$ cat src/include/sdm_regs.svh
// Purpose: Offsets, field positions, reset values and codes of the
//          converter mode controller.
// Assumes: Byte-wide special function register space.
// Notes: Definitions only.
`ifndef SDM_REGS_SVH
`define SDM_REGS_SVH

`define SDM_ADR_INPUT_CFG 8'hd2
`define SDM_ADR_OP_CTRL 8'hd1
`define SDM_ADR_CHAN_SEL 8'hd3
`define SDM_ADR_DECIM 8'hd4
`define SDM_ADR_STATUS 8'hd8
`define SDM_ADR_RES_L 8'hd9
`define SDM_ADR_RES_M 8'hda
`define SDM_ADR_RES_H 8'hdb
`define SDM_ADR_OFS_L 8'he1
`define SDM_ADR_OFS_M 8'he2
`define SDM_ADR_OFS_H 8'he3
`define SDM_ADR_GAIN_L 8'he4
`define SDM_ADR_GAIN_M 8'he5
`define SDM_ADR_GAIN_H 8'he6

`define SDM_RST_INPUT_CFG 8'h07
`define SDM_RST_OP_CTRL 8'h10
`define SDM_RST_CHAN_SEL 8'h00
`define SDM_RST_DECIM 8'h45
`define SDM_RST_STATUS 8'h00

`define SDM_BIT_NOTCH 6
`define SDM_BIT_ENABLE 4
`define SDM_BIT_CHOP_DIS 3
`define SDM_BIT_UNI 5
`define SDM_BIT_READY 7
`define SDM_BIT_CAL 5
`define SDM_BIT_NOXREF 4
`define SDM_BIT_ERR 3

`define SDM_DECIM_MIN_CHOP 8'h0d
`define SDM_DECIM_MIN_NOCHOP 8'h03
`define SDM_ZERO_BIPOLAR 24'h800000

`endif

$ cat src/include/sdm_pkg.sv
// Purpose: Types shared by the converter mode controller.
// Assumes: Nothing.
// Notes: Codes match the three-bit operating field.
package sdm_pkg;

  typedef enum logic [2:0] {
    OP_POWER_DOWN = 3'b000,
    OP_IDLE = 3'b001,
    OP_SINGLE = 3'b010,
    OP_CONTINUOUS = 3'b011,
    OP_CAL_INT_ZERO = 3'b100,
    OP_CAL_INT_FULL = 3'b101,
    OP_CAL_SYS_ZERO = 3'b110,
    OP_CAL_SYS_FULL = 3'b111
  } sdm_op_t;

  typedef enum logic [1:0] {
    ST_STOP = 2'b00,
    ST_IDLE = 2'b01,
    ST_RUN = 2'b10
  } sdm_state_t;

  // Settings handed to the analog modulator and filter.
  typedef struct packed {
    logic power;
    logic filt_hold;
    logic conv_reset;
    logic chop_en;
    logic notch_en;
    logic [1:0] buffer_cfg;
    logic [2:0] range_code;
    logic [1:0] ref_sel;
    logic [3:0] input_pair;
    logic input_short;
    logic ref_to_input;
    logic [7:0] decim;
  } sdm_analog_t;

endpackage

$ cat src/design/sdm_mode_control.sv
// Purpose: Mode, calibration and result control of a sigma-delta
//          converter, reached through byte-wide function registers.
// Assumes: Filter data and modulator ticks arrive on ref_clk; the
//          reference-detect pin is asynchronous.
// Notes: Register read data appears one cycle after the read strobe.
`timescale 1ns/1ps
`include "sdm_regs.svh"

module sdm_mode_control #(
  parameter int RES_W = 24
) (
  // Clock, reset and freeze.
  input wire logic ref_clk,
  input wire logic rst,
  input wire logic ce,
  // Function register port.
  input wire logic [7:0] sfr_addr,
  input wire logic sfr_wr,
  input wire logic sfr_rd,
  input wire logic [7:0] sfr_wdata,
  output logic [7:0] sfr_rdata,
  // Modulator and filter side.
  input wire logic mod_tick,
  input wire logic [RES_W-1:0] filt_data,
  input wire logic noxref_pin,
  output sdm_pkg::sdm_analog_t ana,
  output logic done_pulse
);

  initial begin
    if (RES_W != 24) begin
      $error("sdm_mode_control serves only a 24-bit result");
    end
  end

  ////////////////////////////////////////////////////////////////////
  // Registers and their next values.

  logic [7:0] cfg_r, cfg_nxt;
  logic [7:0] chan_r, chan_nxt;
  logic [7:0] decim_r, decim_nxt;
  logic notch_r, notch_nxt;
  logic enable_r, enable_nxt;
  logic chop_dis_r, chop_dis_nxt;
  sdm_pkg::sdm_op_t op_r, op_nxt;
  sdm_pkg::sdm_state_t st_r, st_nxt;
  logic ready_r, ready_nxt;
  logic cal_r, cal_nxt;
  logic err_r, err_nxt;
  logic [23:0] res_r, res_nxt;
  logic [23:0] ofs_r, ofs_nxt;
  logic [23:0] gain_r, gain_nxt;
  logic [11:0] cnt_r, cnt_nxt;
  logic [7:0] rdata_nxt;
  sdm_pkg::sdm_analog_t ana_nxt;
  logic done_nxt;
  logic nx_meta_r, nx_sync_r;

  logic wr_op, wr_stat, sample, clamp;
  logic [7:0] decim_eff;
  logic [11:0] target;
  logic [23:0] coded;

  function automatic logic is_start(input logic [2:0] code);
    is_start = code[2] | code[1];
  endfunction

  function automatic logic is_cal(input logic [2:0] code);
    is_cal = code[2];
  endfunction

  ////////////////////////////////////////////////////////////////////
  // Reference-detect synchroniser.

  always_ff @(posedge ref_clk or posedge rst) begin
    if (rst) begin
      nx_meta_r <= 1'b0;
      nx_sync_r <= 1'b0;
    end else if (ce) begin
      nx_meta_r <= noxref_pin;
      nx_sync_r <= nx_meta_r;
    end
  end

  ////////////////////////////////////////////////////////////////////
  // Conversion timing and result coding.

  always_comb begin
    wr_op = sfr_wr && (sfr_addr == `SDM_ADR_OP_CTRL);
    wr_stat = sfr_wr && (sfr_addr == `SDM_ADR_STATUS);
    // Word limits depend on chopping; calibration uses it too.
    decim_eff = decim_r;
    if (!chop_dis_r && decim_r < `SDM_DECIM_MIN_CHOP) begin
      decim_eff = `SDM_DECIM_MIN_CHOP;
    end else if (chop_dis_r && decim_r < `SDM_DECIM_MIN_NOCHOP) begin
      decim_eff = `SDM_DECIM_MIN_NOCHOP;
    end
    // Chopping takes two filter passes per result.
    target = chop_dis_r ? {1'b0, decim_eff, 3'b000} :
      {decim_eff, 4'b0000};
    sample = (st_r == sdm_pkg::ST_RUN) && mod_tick &&
      (cnt_r == target - 12'h001) && !wr_op;
    clamp = 1'b0;
    if (nx_sync_r) begin
      coded = 24'hffffff;
      clamp = 1'b1;
    end else if (cfg_r[`SDM_BIT_UNI]) begin
      if (filt_data[23]) begin
        coded = 24'h000000;
        clamp = 1'b1;
      end else begin
        coded = {filt_data[22:0], 1'b0};
      end
    end else begin
      coded = filt_data ^ `SDM_ZERO_BIPOLAR;
    end
  end

  ////////////////////////////////////////////////////////////////////
  // Mode sequencing, status and result registers.

  always_comb begin
    cfg_nxt = cfg_r;
    chan_nxt = chan_r;
    decim_nxt = decim_r;
    notch_nxt = notch_r;
    enable_nxt = enable_r;
    chop_dis_nxt = chop_dis_r;
    op_nxt = op_r;
    st_nxt = st_r;
    ready_nxt = ready_r;
    cal_nxt = cal_r;
    err_nxt = err_r;
    res_nxt = res_r;
    ofs_nxt = ofs_r;
    gain_nxt = gain_r;
    cnt_nxt = cnt_r;
    done_nxt = 1'b0;
    if (sfr_wr) begin
      case (sfr_addr)
        `SDM_ADR_INPUT_CFG: cfg_nxt = sfr_wdata & 8'he7;
        `SDM_ADR_CHAN_SEL: chan_nxt = sfr_wdata & 8'hcf;
        `SDM_ADR_DECIM: decim_nxt = sfr_wdata;
        default: begin
        end
      endcase
    end
    if (wr_stat && !sfr_wdata[`SDM_BIT_READY]) begin
      ready_nxt = 1'b0;
    end
    if (st_r == sdm_pkg::ST_RUN && mod_tick) begin
      cnt_nxt = (cnt_r == target - 12'h001) ? 12'h000 :
        cnt_r + 12'h001;
    end
    if (sample) begin
      done_nxt = 1'b1;
      if (is_cal(op_r)) begin
        if (!ready_r) begin
          if (nx_sync_r) begin
            err_nxt = 1'b1;
          end else if (op_r[0]) begin
            gain_nxt = filt_data;
          end else begin
            ofs_nxt = filt_data;
          end
        end
        cal_nxt = 1'b1;
        op_nxt = sdm_pkg::OP_POWER_DOWN;
        st_nxt = sdm_pkg::ST_STOP;
      end else begin
        if (!ready_r) begin
          res_nxt = coded;
          err_nxt = clamp;
        end
        if (op_r == sdm_pkg::OP_SINGLE) begin
          op_nxt = sdm_pkg::OP_POWER_DOWN;
          st_nxt = sdm_pkg::ST_STOP;
        end
      end
      ready_nxt = 1'b1;
    end
    if (wr_op) begin
      notch_nxt = sfr_wdata[`SDM_BIT_NOTCH];
      enable_nxt = sfr_wdata[`SDM_BIT_ENABLE];
      chop_dis_nxt = sfr_wdata[`SDM_BIT_CHOP_DIS];
      op_nxt = sdm_pkg::sdm_op_t'(sfr_wdata[2:0]);
      cnt_nxt = 12'h000;
      if (is_start(sfr_wdata[2:0])) begin
        ready_nxt = 1'b0;
        cal_nxt = 1'b0;
        err_nxt = 1'b0;
      end
      if (!sfr_wdata[`SDM_BIT_ENABLE]) begin
        st_nxt = sdm_pkg::ST_STOP;
      end else if (is_start(sfr_wdata[2:0])) begin
        st_nxt = sdm_pkg::ST_RUN;
      end else if (sfr_wdata[2:0] == 3'b001) begin
        st_nxt = sdm_pkg::ST_IDLE;
      end else begin
        st_nxt = sdm_pkg::ST_STOP;
      end
    end
  end

  always_ff @(posedge ref_clk or posedge rst) begin
    if (rst) begin
      cfg_r <= `SDM_RST_INPUT_CFG;
      chan_r <= `SDM_RST_CHAN_SEL;
      decim_r <= `SDM_RST_DECIM;
      notch_r <= 1'b0;
      enable_r <= 1'b1;
      chop_dis_r <= 1'b0;
      op_r <= sdm_pkg::OP_POWER_DOWN;
      st_r <= sdm_pkg::ST_STOP;
      ready_r <= 1'b0;
      cal_r <= 1'b0;
      err_r <= 1'b0;
      res_r <= 24'h000000;
      ofs_r <= 24'h000000;
      gain_r <= 24'h000000;
      cnt_r <= 12'h000;
      done_pulse <= 1'b0;
    end else if (ce) begin
      cfg_r <= cfg_nxt;
      chan_r <= chan_nxt;
      decim_r <= decim_nxt;
      notch_r <= notch_nxt;
      enable_r <= enable_nxt;
      chop_dis_r <= chop_dis_nxt;
      op_r <= op_nxt;
      st_r <= st_nxt;
      ready_r <= ready_nxt;
      cal_r <= cal_nxt;
      err_r <= err_nxt;
      res_r <= res_nxt;
      ofs_r <= ofs_nxt;
      gain_r <= gain_nxt;
      cnt_r <= cnt_nxt;
      done_pulse <= done_nxt;
    end
  end

  ////////////////////////////////////////////////////////////////////
  // Register read-back and analog settings.

  always_comb begin
    rdata_nxt = sfr_rdata;
    if (sfr_rd) begin
      case (sfr_addr)
        `SDM_ADR_INPUT_CFG: rdata_nxt = cfg_r;
        `SDM_ADR_OP_CTRL: rdata_nxt = {1'b0, notch_r, 1'b0, enable_r,
          chop_dis_r, op_r};
        `SDM_ADR_CHAN_SEL: rdata_nxt = chan_r;
        `SDM_ADR_DECIM: rdata_nxt = decim_r;
        `SDM_ADR_STATUS: rdata_nxt = {ready_r, 1'b0, cal_r, nx_sync_r,
          err_r, 3'b000};
        `SDM_ADR_RES_L: rdata_nxt = res_r[7:0];
        `SDM_ADR_RES_M: rdata_nxt = res_r[15:8];
        `SDM_ADR_RES_H: rdata_nxt = res_r[23:16];
        `SDM_ADR_OFS_L: rdata_nxt = ofs_r[7:0];
        `SDM_ADR_OFS_M: rdata_nxt = ofs_r[15:8];
        `SDM_ADR_OFS_H: rdata_nxt = ofs_r[23:16];
        `SDM_ADR_GAIN_L: rdata_nxt = gain_r[7:0];
        `SDM_ADR_GAIN_M: rdata_nxt = gain_r[15:8];
        `SDM_ADR_GAIN_H: rdata_nxt = gain_r[23:16];
        default: rdata_nxt = 8'h00;
      endcase
    end
    ana_nxt.power = (st_r != sdm_pkg::ST_STOP);
    ana_nxt.filt_hold = (st_r != sdm_pkg::ST_RUN);
    ana_nxt.conv_reset = wr_op;
    ana_nxt.chop_en = !chop_dis_r;
    ana_nxt.notch_en = notch_r;
    ana_nxt.buffer_cfg = cfg_r[7:6];
    ana_nxt.range_code = cfg_r[2:0];
    ana_nxt.ref_sel = chan_r[7:6];
    ana_nxt.input_pair = chan_r[3:0];
    ana_nxt.input_short = (op_r == sdm_pkg::OP_CAL_INT_ZERO);
    ana_nxt.ref_to_input = (op_r == sdm_pkg::OP_CAL_INT_FULL);
    ana_nxt.decim = decim_eff;
  end

  always_ff @(posedge ref_clk or posedge rst) begin
    if (rst) begin
      sfr_rdata <= 8'h00;
      ana <= '0;
    end else if (ce) begin
      sfr_rdata <= rdata_nxt;
      ana <= ana_nxt;
    end
  end

  ////////////////////////////////////////////////////////////////////
  // Checks.

  property p_power_off;
    @(posedge ref_clk) disable iff (rst)
    ce && wr_op && !sfr_wdata[`SDM_BIT_ENABLE] ##1 ce |=> !ana.power;
  endproperty
  a_power_off: assert property (p_power_off)
    else $error("converter powered while disabled");

  property p_idle_hold;
    @(posedge ref_clk) disable iff (rst)
    ce && wr_op && sfr_wdata[4] && sfr_wdata[2:0] == 3'b001 ##1 ce
      |=> ana.power && ana.filt_hold;
  endproperty
  a_idle_hold: assert property (p_idle_hold)
    else $error("idle mode does not hold filter");

  property p_single_end;
    @(posedge ref_clk) disable iff (rst)
    ce && sample && op_r == sdm_pkg::OP_SINGLE |=>
      op_r == sdm_pkg::OP_POWER_DOWN && st_r == sdm_pkg::ST_STOP;
  endproperty
  a_single_end: assert property (p_single_end)
    else $error("single conversion did not return to power-down");

  property p_op_reset;
    @(posedge ref_clk) disable iff (rst)
    ce && wr_op |=> cnt_r == 12'h000 && ana.conv_reset;
  endproperty
  a_op_reset: assert property (p_op_reset)
    else $error("operating code write did not reset converter");

  property p_cal_clear;
    @(posedge ref_clk) disable iff (rst)
    ce && wr_op && sfr_wdata[2] |=> !ready_r && !cal_r;
  endproperty
  a_cal_clear: assert property (p_cal_clear)
    else $error("calibration start left ready flag set");

  property p_cal_done;
    @(posedge ref_clk) disable iff (rst)
    ce && sample && is_cal(op_r) |=> ready_r && cal_r && op_r == 3'b000;
  endproperty
  a_cal_done: assert property (p_cal_done)
    else $error("calibration end flags wrong");

  property p_hold_result;
    @(posedge ref_clk) disable iff (rst)
    ready_r |=> $stable(res_r) && $stable(ofs_r) && $stable(gain_r);
  endproperty
  a_hold_result: assert property (p_hold_result)
    else $error("result written while ready flag set");

  property p_err_clear;
    @(posedge ref_clk) disable iff (rst)
    ce && wr_op && is_start(sfr_wdata[2:0]) |=> !err_r;
  endproperty
  a_err_clear: assert property (p_err_clear)
    else $error("start write left error flag set");

  property p_bipolar_zero;
    @(posedge ref_clk) disable iff (rst)
    ce && sample && !ready_r && !is_cal(op_r) && !nx_sync_r &&
      !cfg_r[`SDM_BIT_UNI] && filt_data == 24'h000000
      |=> res_r == 24'h800000;
  endproperty
  a_bipolar_zero: assert property (p_bipolar_zero)
    else $error("bipolar zero not coded mid-scale");

  property p_chop;
    @(posedge ref_clk) disable iff (rst)
    ce ##1 ce |-> ana.chop_en == !$past(chop_dis_r);
  endproperty
  a_chop: assert property (p_chop)
    else $error("chop setting not applied");

  c_single: cover property (@(posedge ref_clk) disable iff (rst)
    sample && op_r == sdm_pkg::OP_SINGLE);
  c_cal: cover property (@(posedge ref_clk) disable iff (rst)
    sample && is_cal(op_r));
  c_cont: cover property (@(posedge ref_clk) disable iff (rst)
    sample && op_r == sdm_pkg::OP_CONTINUOUS && ready_r);
  c_idle: cover property (@(posedge ref_clk) disable iff (rst)
    st_r == sdm_pkg::ST_IDLE);

endmodule

$ cat config.mk
export PLATFORM = sky130hd
export DESIGN_NAME = sdm_mode_control
export DESIGN_NICKNAME = d
export VERILOG_FILES = /design/src/include/sdm_pkg.sv /design/src/design/sdm_mode_control.sv
export VERILOG_INCLUDE_DIRS = /design/src /design/src/include
export SDC_FILE = /design/constraint.sdc
export NUM_CORES = 1
export LEC_CHECK = 0
export BUFFER_PORTS_ARGS = -buffer_cell sky130_fd_sc_hd__buf_2
export CAP_MARGIN = 40
export CORE_UTILIZATION = 40
export CTS_CLUSTER_DIAMETER = 100
export DETAILED_ROUTE_END_ITERATION = 10
export PLACE_DENSITY = 0.7
export SKIP_LAST_GASP = 1
export SYNTH_ARGS = -nofsm -noshare
export SYNTH_HDL_FRONTEND = slang
export SYNTH_SLANG_ARGS = --single-unit
$ cat constraint.sdc
create_clock -name ref_clk -period 4.1 [get_ports ref_clk]
set_input_delay 0.41 -clock ref_clk [delete_from_list [all_inputs] [get_ports ref_clk]]
set_output_delay 0.41 -clock ref_clk [all_outputs]
set_load 0.005 [all_outputs]
==> flow_summary.json <==
{
  "wirelength_mm": 22.8,
  "synth_top_family_by_area": "multiplexers",
  "cp.depth": 12,
  "crit_required_ns": 4.42,
  "yosysWarnings": 0,
  "power_density_nw_per_um2": 353,
  "path_clk_slew_ns": 0.07,
  "dp_hpwl_mm": 15.1,
  "path_class": "flop to flop",
  "grt_util_all_layers_pct": 23.0,
  "wl_per_cell_um": 21.1,
  "total_power_mw": 3.30,
  "synth_edf_count": 0,
  "syn_area_per_cell_um2": 11.0,
  "ctsHoldBuffers": 0,
  "ctsLongestPathBuffers": 2,
  "crit_path_max_fanout": 12,
  "port-buffer-count": 81,
  "synth_xor_area_share_pct": 1.23,
  "die_x_um": 142,
  "path_cells": "or4_4, o41ai_4, inv_1, ha_4, xor2_2, nand4b_1, mux2i_1, nand4_1, or4_4, or4_4, clkbuf_16, mux2_4",
  "post-route-util_pct": 49.3,
  "place_congestion": 0.915,
  "p_leak_nw": 4.45,
  "cts_num_sinks": 152,
  "die_h_um": 142,
  "cts_buffers": 17,
  "layout-drive-gt1-share_pct": 34.6,
  "max_slew.worst_pin.slew_ns": 0.931,
  "synth_flop_cell": "dfrtp_1",
  "synth_fp_nets": 761,
  "worst-path-buf-inv": 2,
  "postLayoutCellArea_um2": 9350,
  "hold_viol": 0,
  "grt_overflow": 0,
  "grt_pass1_wl_mm": 34.6,
  "tns_ns": 0,
  "grt_max_degree": 153,
  "vdd_drop_max_uv": 281,
  "drc": 0,
  "start_kind": "flop",
  "outcome": "completed",
  "cts-root-buf": "clkbuf_16",
  "dieArea_um2": 20100,
  "slowest_delay_ns": 0.57,
  "syn_inst": 712,
  "hp-class": "input port to async pin",
  "setup_viol": 0,
  "synthMuxAreaShare_pct": 17.8,
  "insertion_delay_ns": 0.43,
  "r2r_cells": 12,
  "antenna_cells": 0,
  "cts_tree": "done",
  "period_share_pct": 96.7,
  "num_vias": 6301,
  "final_cell_mix": "dfrtp_1, mux2_2, buf_2",
  "grt_antenna_before_repair": 0,
  "path_delay_family": "simple AND/OR/NAND/NOR gates",
  "finalNetCount": 855,
  "synth_compound_area_share_pct": 13.8,
  "fillCellCount": 1716,
  "crit_top_cell": "or4_4",
  "seq_area_frac_synth_pct": 48.8,
  "final_common_cell": "dfrtp_1",
  "ant_nets": 0,
  "ios": 82,
  "drt-vias-per-instance": 5.84,
  "endpoint_kind": "flop",
  "synth_area_um2": 7820,
  "skew_ns": 0.00669,
  "ys_types": 65,
  "core_area_um2": 19000,
  "area_growth_pct": 19.5,
  "fmax_mhz": 252,
  "period_minus_slack_ns": 3.97,
  "max_slew_margin_pct": 37.7,
  "grt_pass1_vias": 6060,
  "initialDrtViolationCount": 614,
  "rows": 50,
  "synthArstFlopShare_pct": 100,
  "drt_pre_antenna_iters": 5,
  "arrival_ns": 4.28,
  "yosys_register_bits": 152,
  "synthSimpleGateAreaFrac_pct": 14.7,
  "start_util_pct": 41.2,
  "crit_slowest_cell": "or4_4",
  "synthAdderAreaFrac_pct": 0.320,
  "placed_area_um2": 8640,
  "maxCapViolCount": 0,
  "drv_slew": 0,
  "h-tree-depth": 4
}
## final timing paths
check | slack (ns) | start | end
max | 0.13 | decim_r[7]$_DFFE_PP0P_ | gain_r[13]$_DFFE_PP0P_
min in group ref_clk | 0.22 | noxref_pin | nx_meta_r$_DFFE_PP0P_
max in group asynchronous | 3.21 | rst | res_r[23]$_DFFE_PP0P_
min | 0.13 | rst | ofs_r[11]$_DFFE_PP0P_
min reg2reg | 0.47 | sfr_rdata[7]$_DFFE_PP0P_ | sfr_rdata[7]$_DFFE_PP0P_
max reg2reg | 0.13 | decim_r[7]$_DFFE_PP0P_ | gain_r[13]$_DFFE_PP0P_
## layer usage
metal / part of all wire, % / global-route usage [%] / up-vias
met4: 2.7 / 8.83 / 0
met3: 9.3 / 5.74 / 52
met5: 0 / 0 / -
li1: - / - / 2822
met2: 46 / 34.8 / 341
met1: 42 / 31.7 / 3086
## Yosys cell counts, types with 5 or more instances
master	n	share of area, %
nor2_1	41	2.0
a31oi_1	11	0.88
and3_1	5	0.40
clkbuf_1	30	1.4
or2_2	5	0.40
a21o_1	8	0.77
nor2b_1	6	0.48
a21oi_1	37	2.4
a22o_1	10	1.1
xor2_1	5	0.56
a22oi_1	19	1.8
a222oi_1	5	0.64
o21ai_0	17	1.1
nor3_1	12	0.77
inv_1	11	0.53
nand2_1	73	3.5
mux2_2	89	13
nand3_1	22	1.4
dfrtp_1	145	46
xnor2_1	6	0.67
nand3b_1	24	2.3
mux2i_1	7	0.90
o211ai_1	7	0.67
dfstp_2	7	2.4
a221oi_1	12	1.3
mux2_4	20	3.8
## cell type report
cell class | instances | area [um^2] | area share (%)
Sequential cell | 152 | 3810 | 40.8
Clock inverter | 15 | 121 | 1.30
Clock buffer | 17 | 425 | 4.55
Inverter | 11 | 45.0 | 0.482
Tap cell | 260 | 325 | 3.48
Multi-Input combinational cell | 508 | 3800 | 40.7
Timing Repair Buffer | 116 | 815 | 8.71
## sequential cells by signal (all words and copies together), names as in the netlist, 2 cells and up
register	flops
ofs_r	24
decim_r	8
cnt_r	12
res_r	24
cfg_r	6
sfr_rdata	8
chan_r	6
gain_r	24
ana	26
st_r	2
op_r	3
## tightest hold or removal path: stages
cell and delay (ns):
buf_2 0.11, clkinvlp_4 0.07, buf_12 0.47
## power breakdown
| part | switching, mW | internal (mW) | total, mW |
|---|---|---|---|
| Combinational | 0.173 | 0.110 | 0.283 |
| Sequential | 0.0204 | 1.52 | 1.54 |
| Clock | 0.690 | 0.785 | 1.47 |
| Total | 0.883 | 2.42 | 3.30 |
## stage by stage
step	hold slack (ns)	setup slack, ns	std cells
3_5_place_dp	0.460	0.114	1041
3_3_place_gp	0.457	0.158	1039
6_report	0.135	0.134	1079
2_1_floorplan	0.449	0.000240	712
4_1_cts	0.216	0.0886	1073
5_1_grt	0.219	-0.0285	1079
## kinds of logic after synthesis
group	after synthesis
adders and majority gates	2
DFF	152
muxes	117
and+or+nand+nor	223
buffers and inverters	52
xor gates and xnor gates	11
AOI/OAI and AO/OA	155
## repair_timing
item | in CTS | in global routing
hold endpoints to repair | 0 | 0
buffers inserted | 0 | 2
gates resized for setup | 0 | 6
endpoints found under the setup margin | 0 | 72
Power figures use the tool's default switching activity.
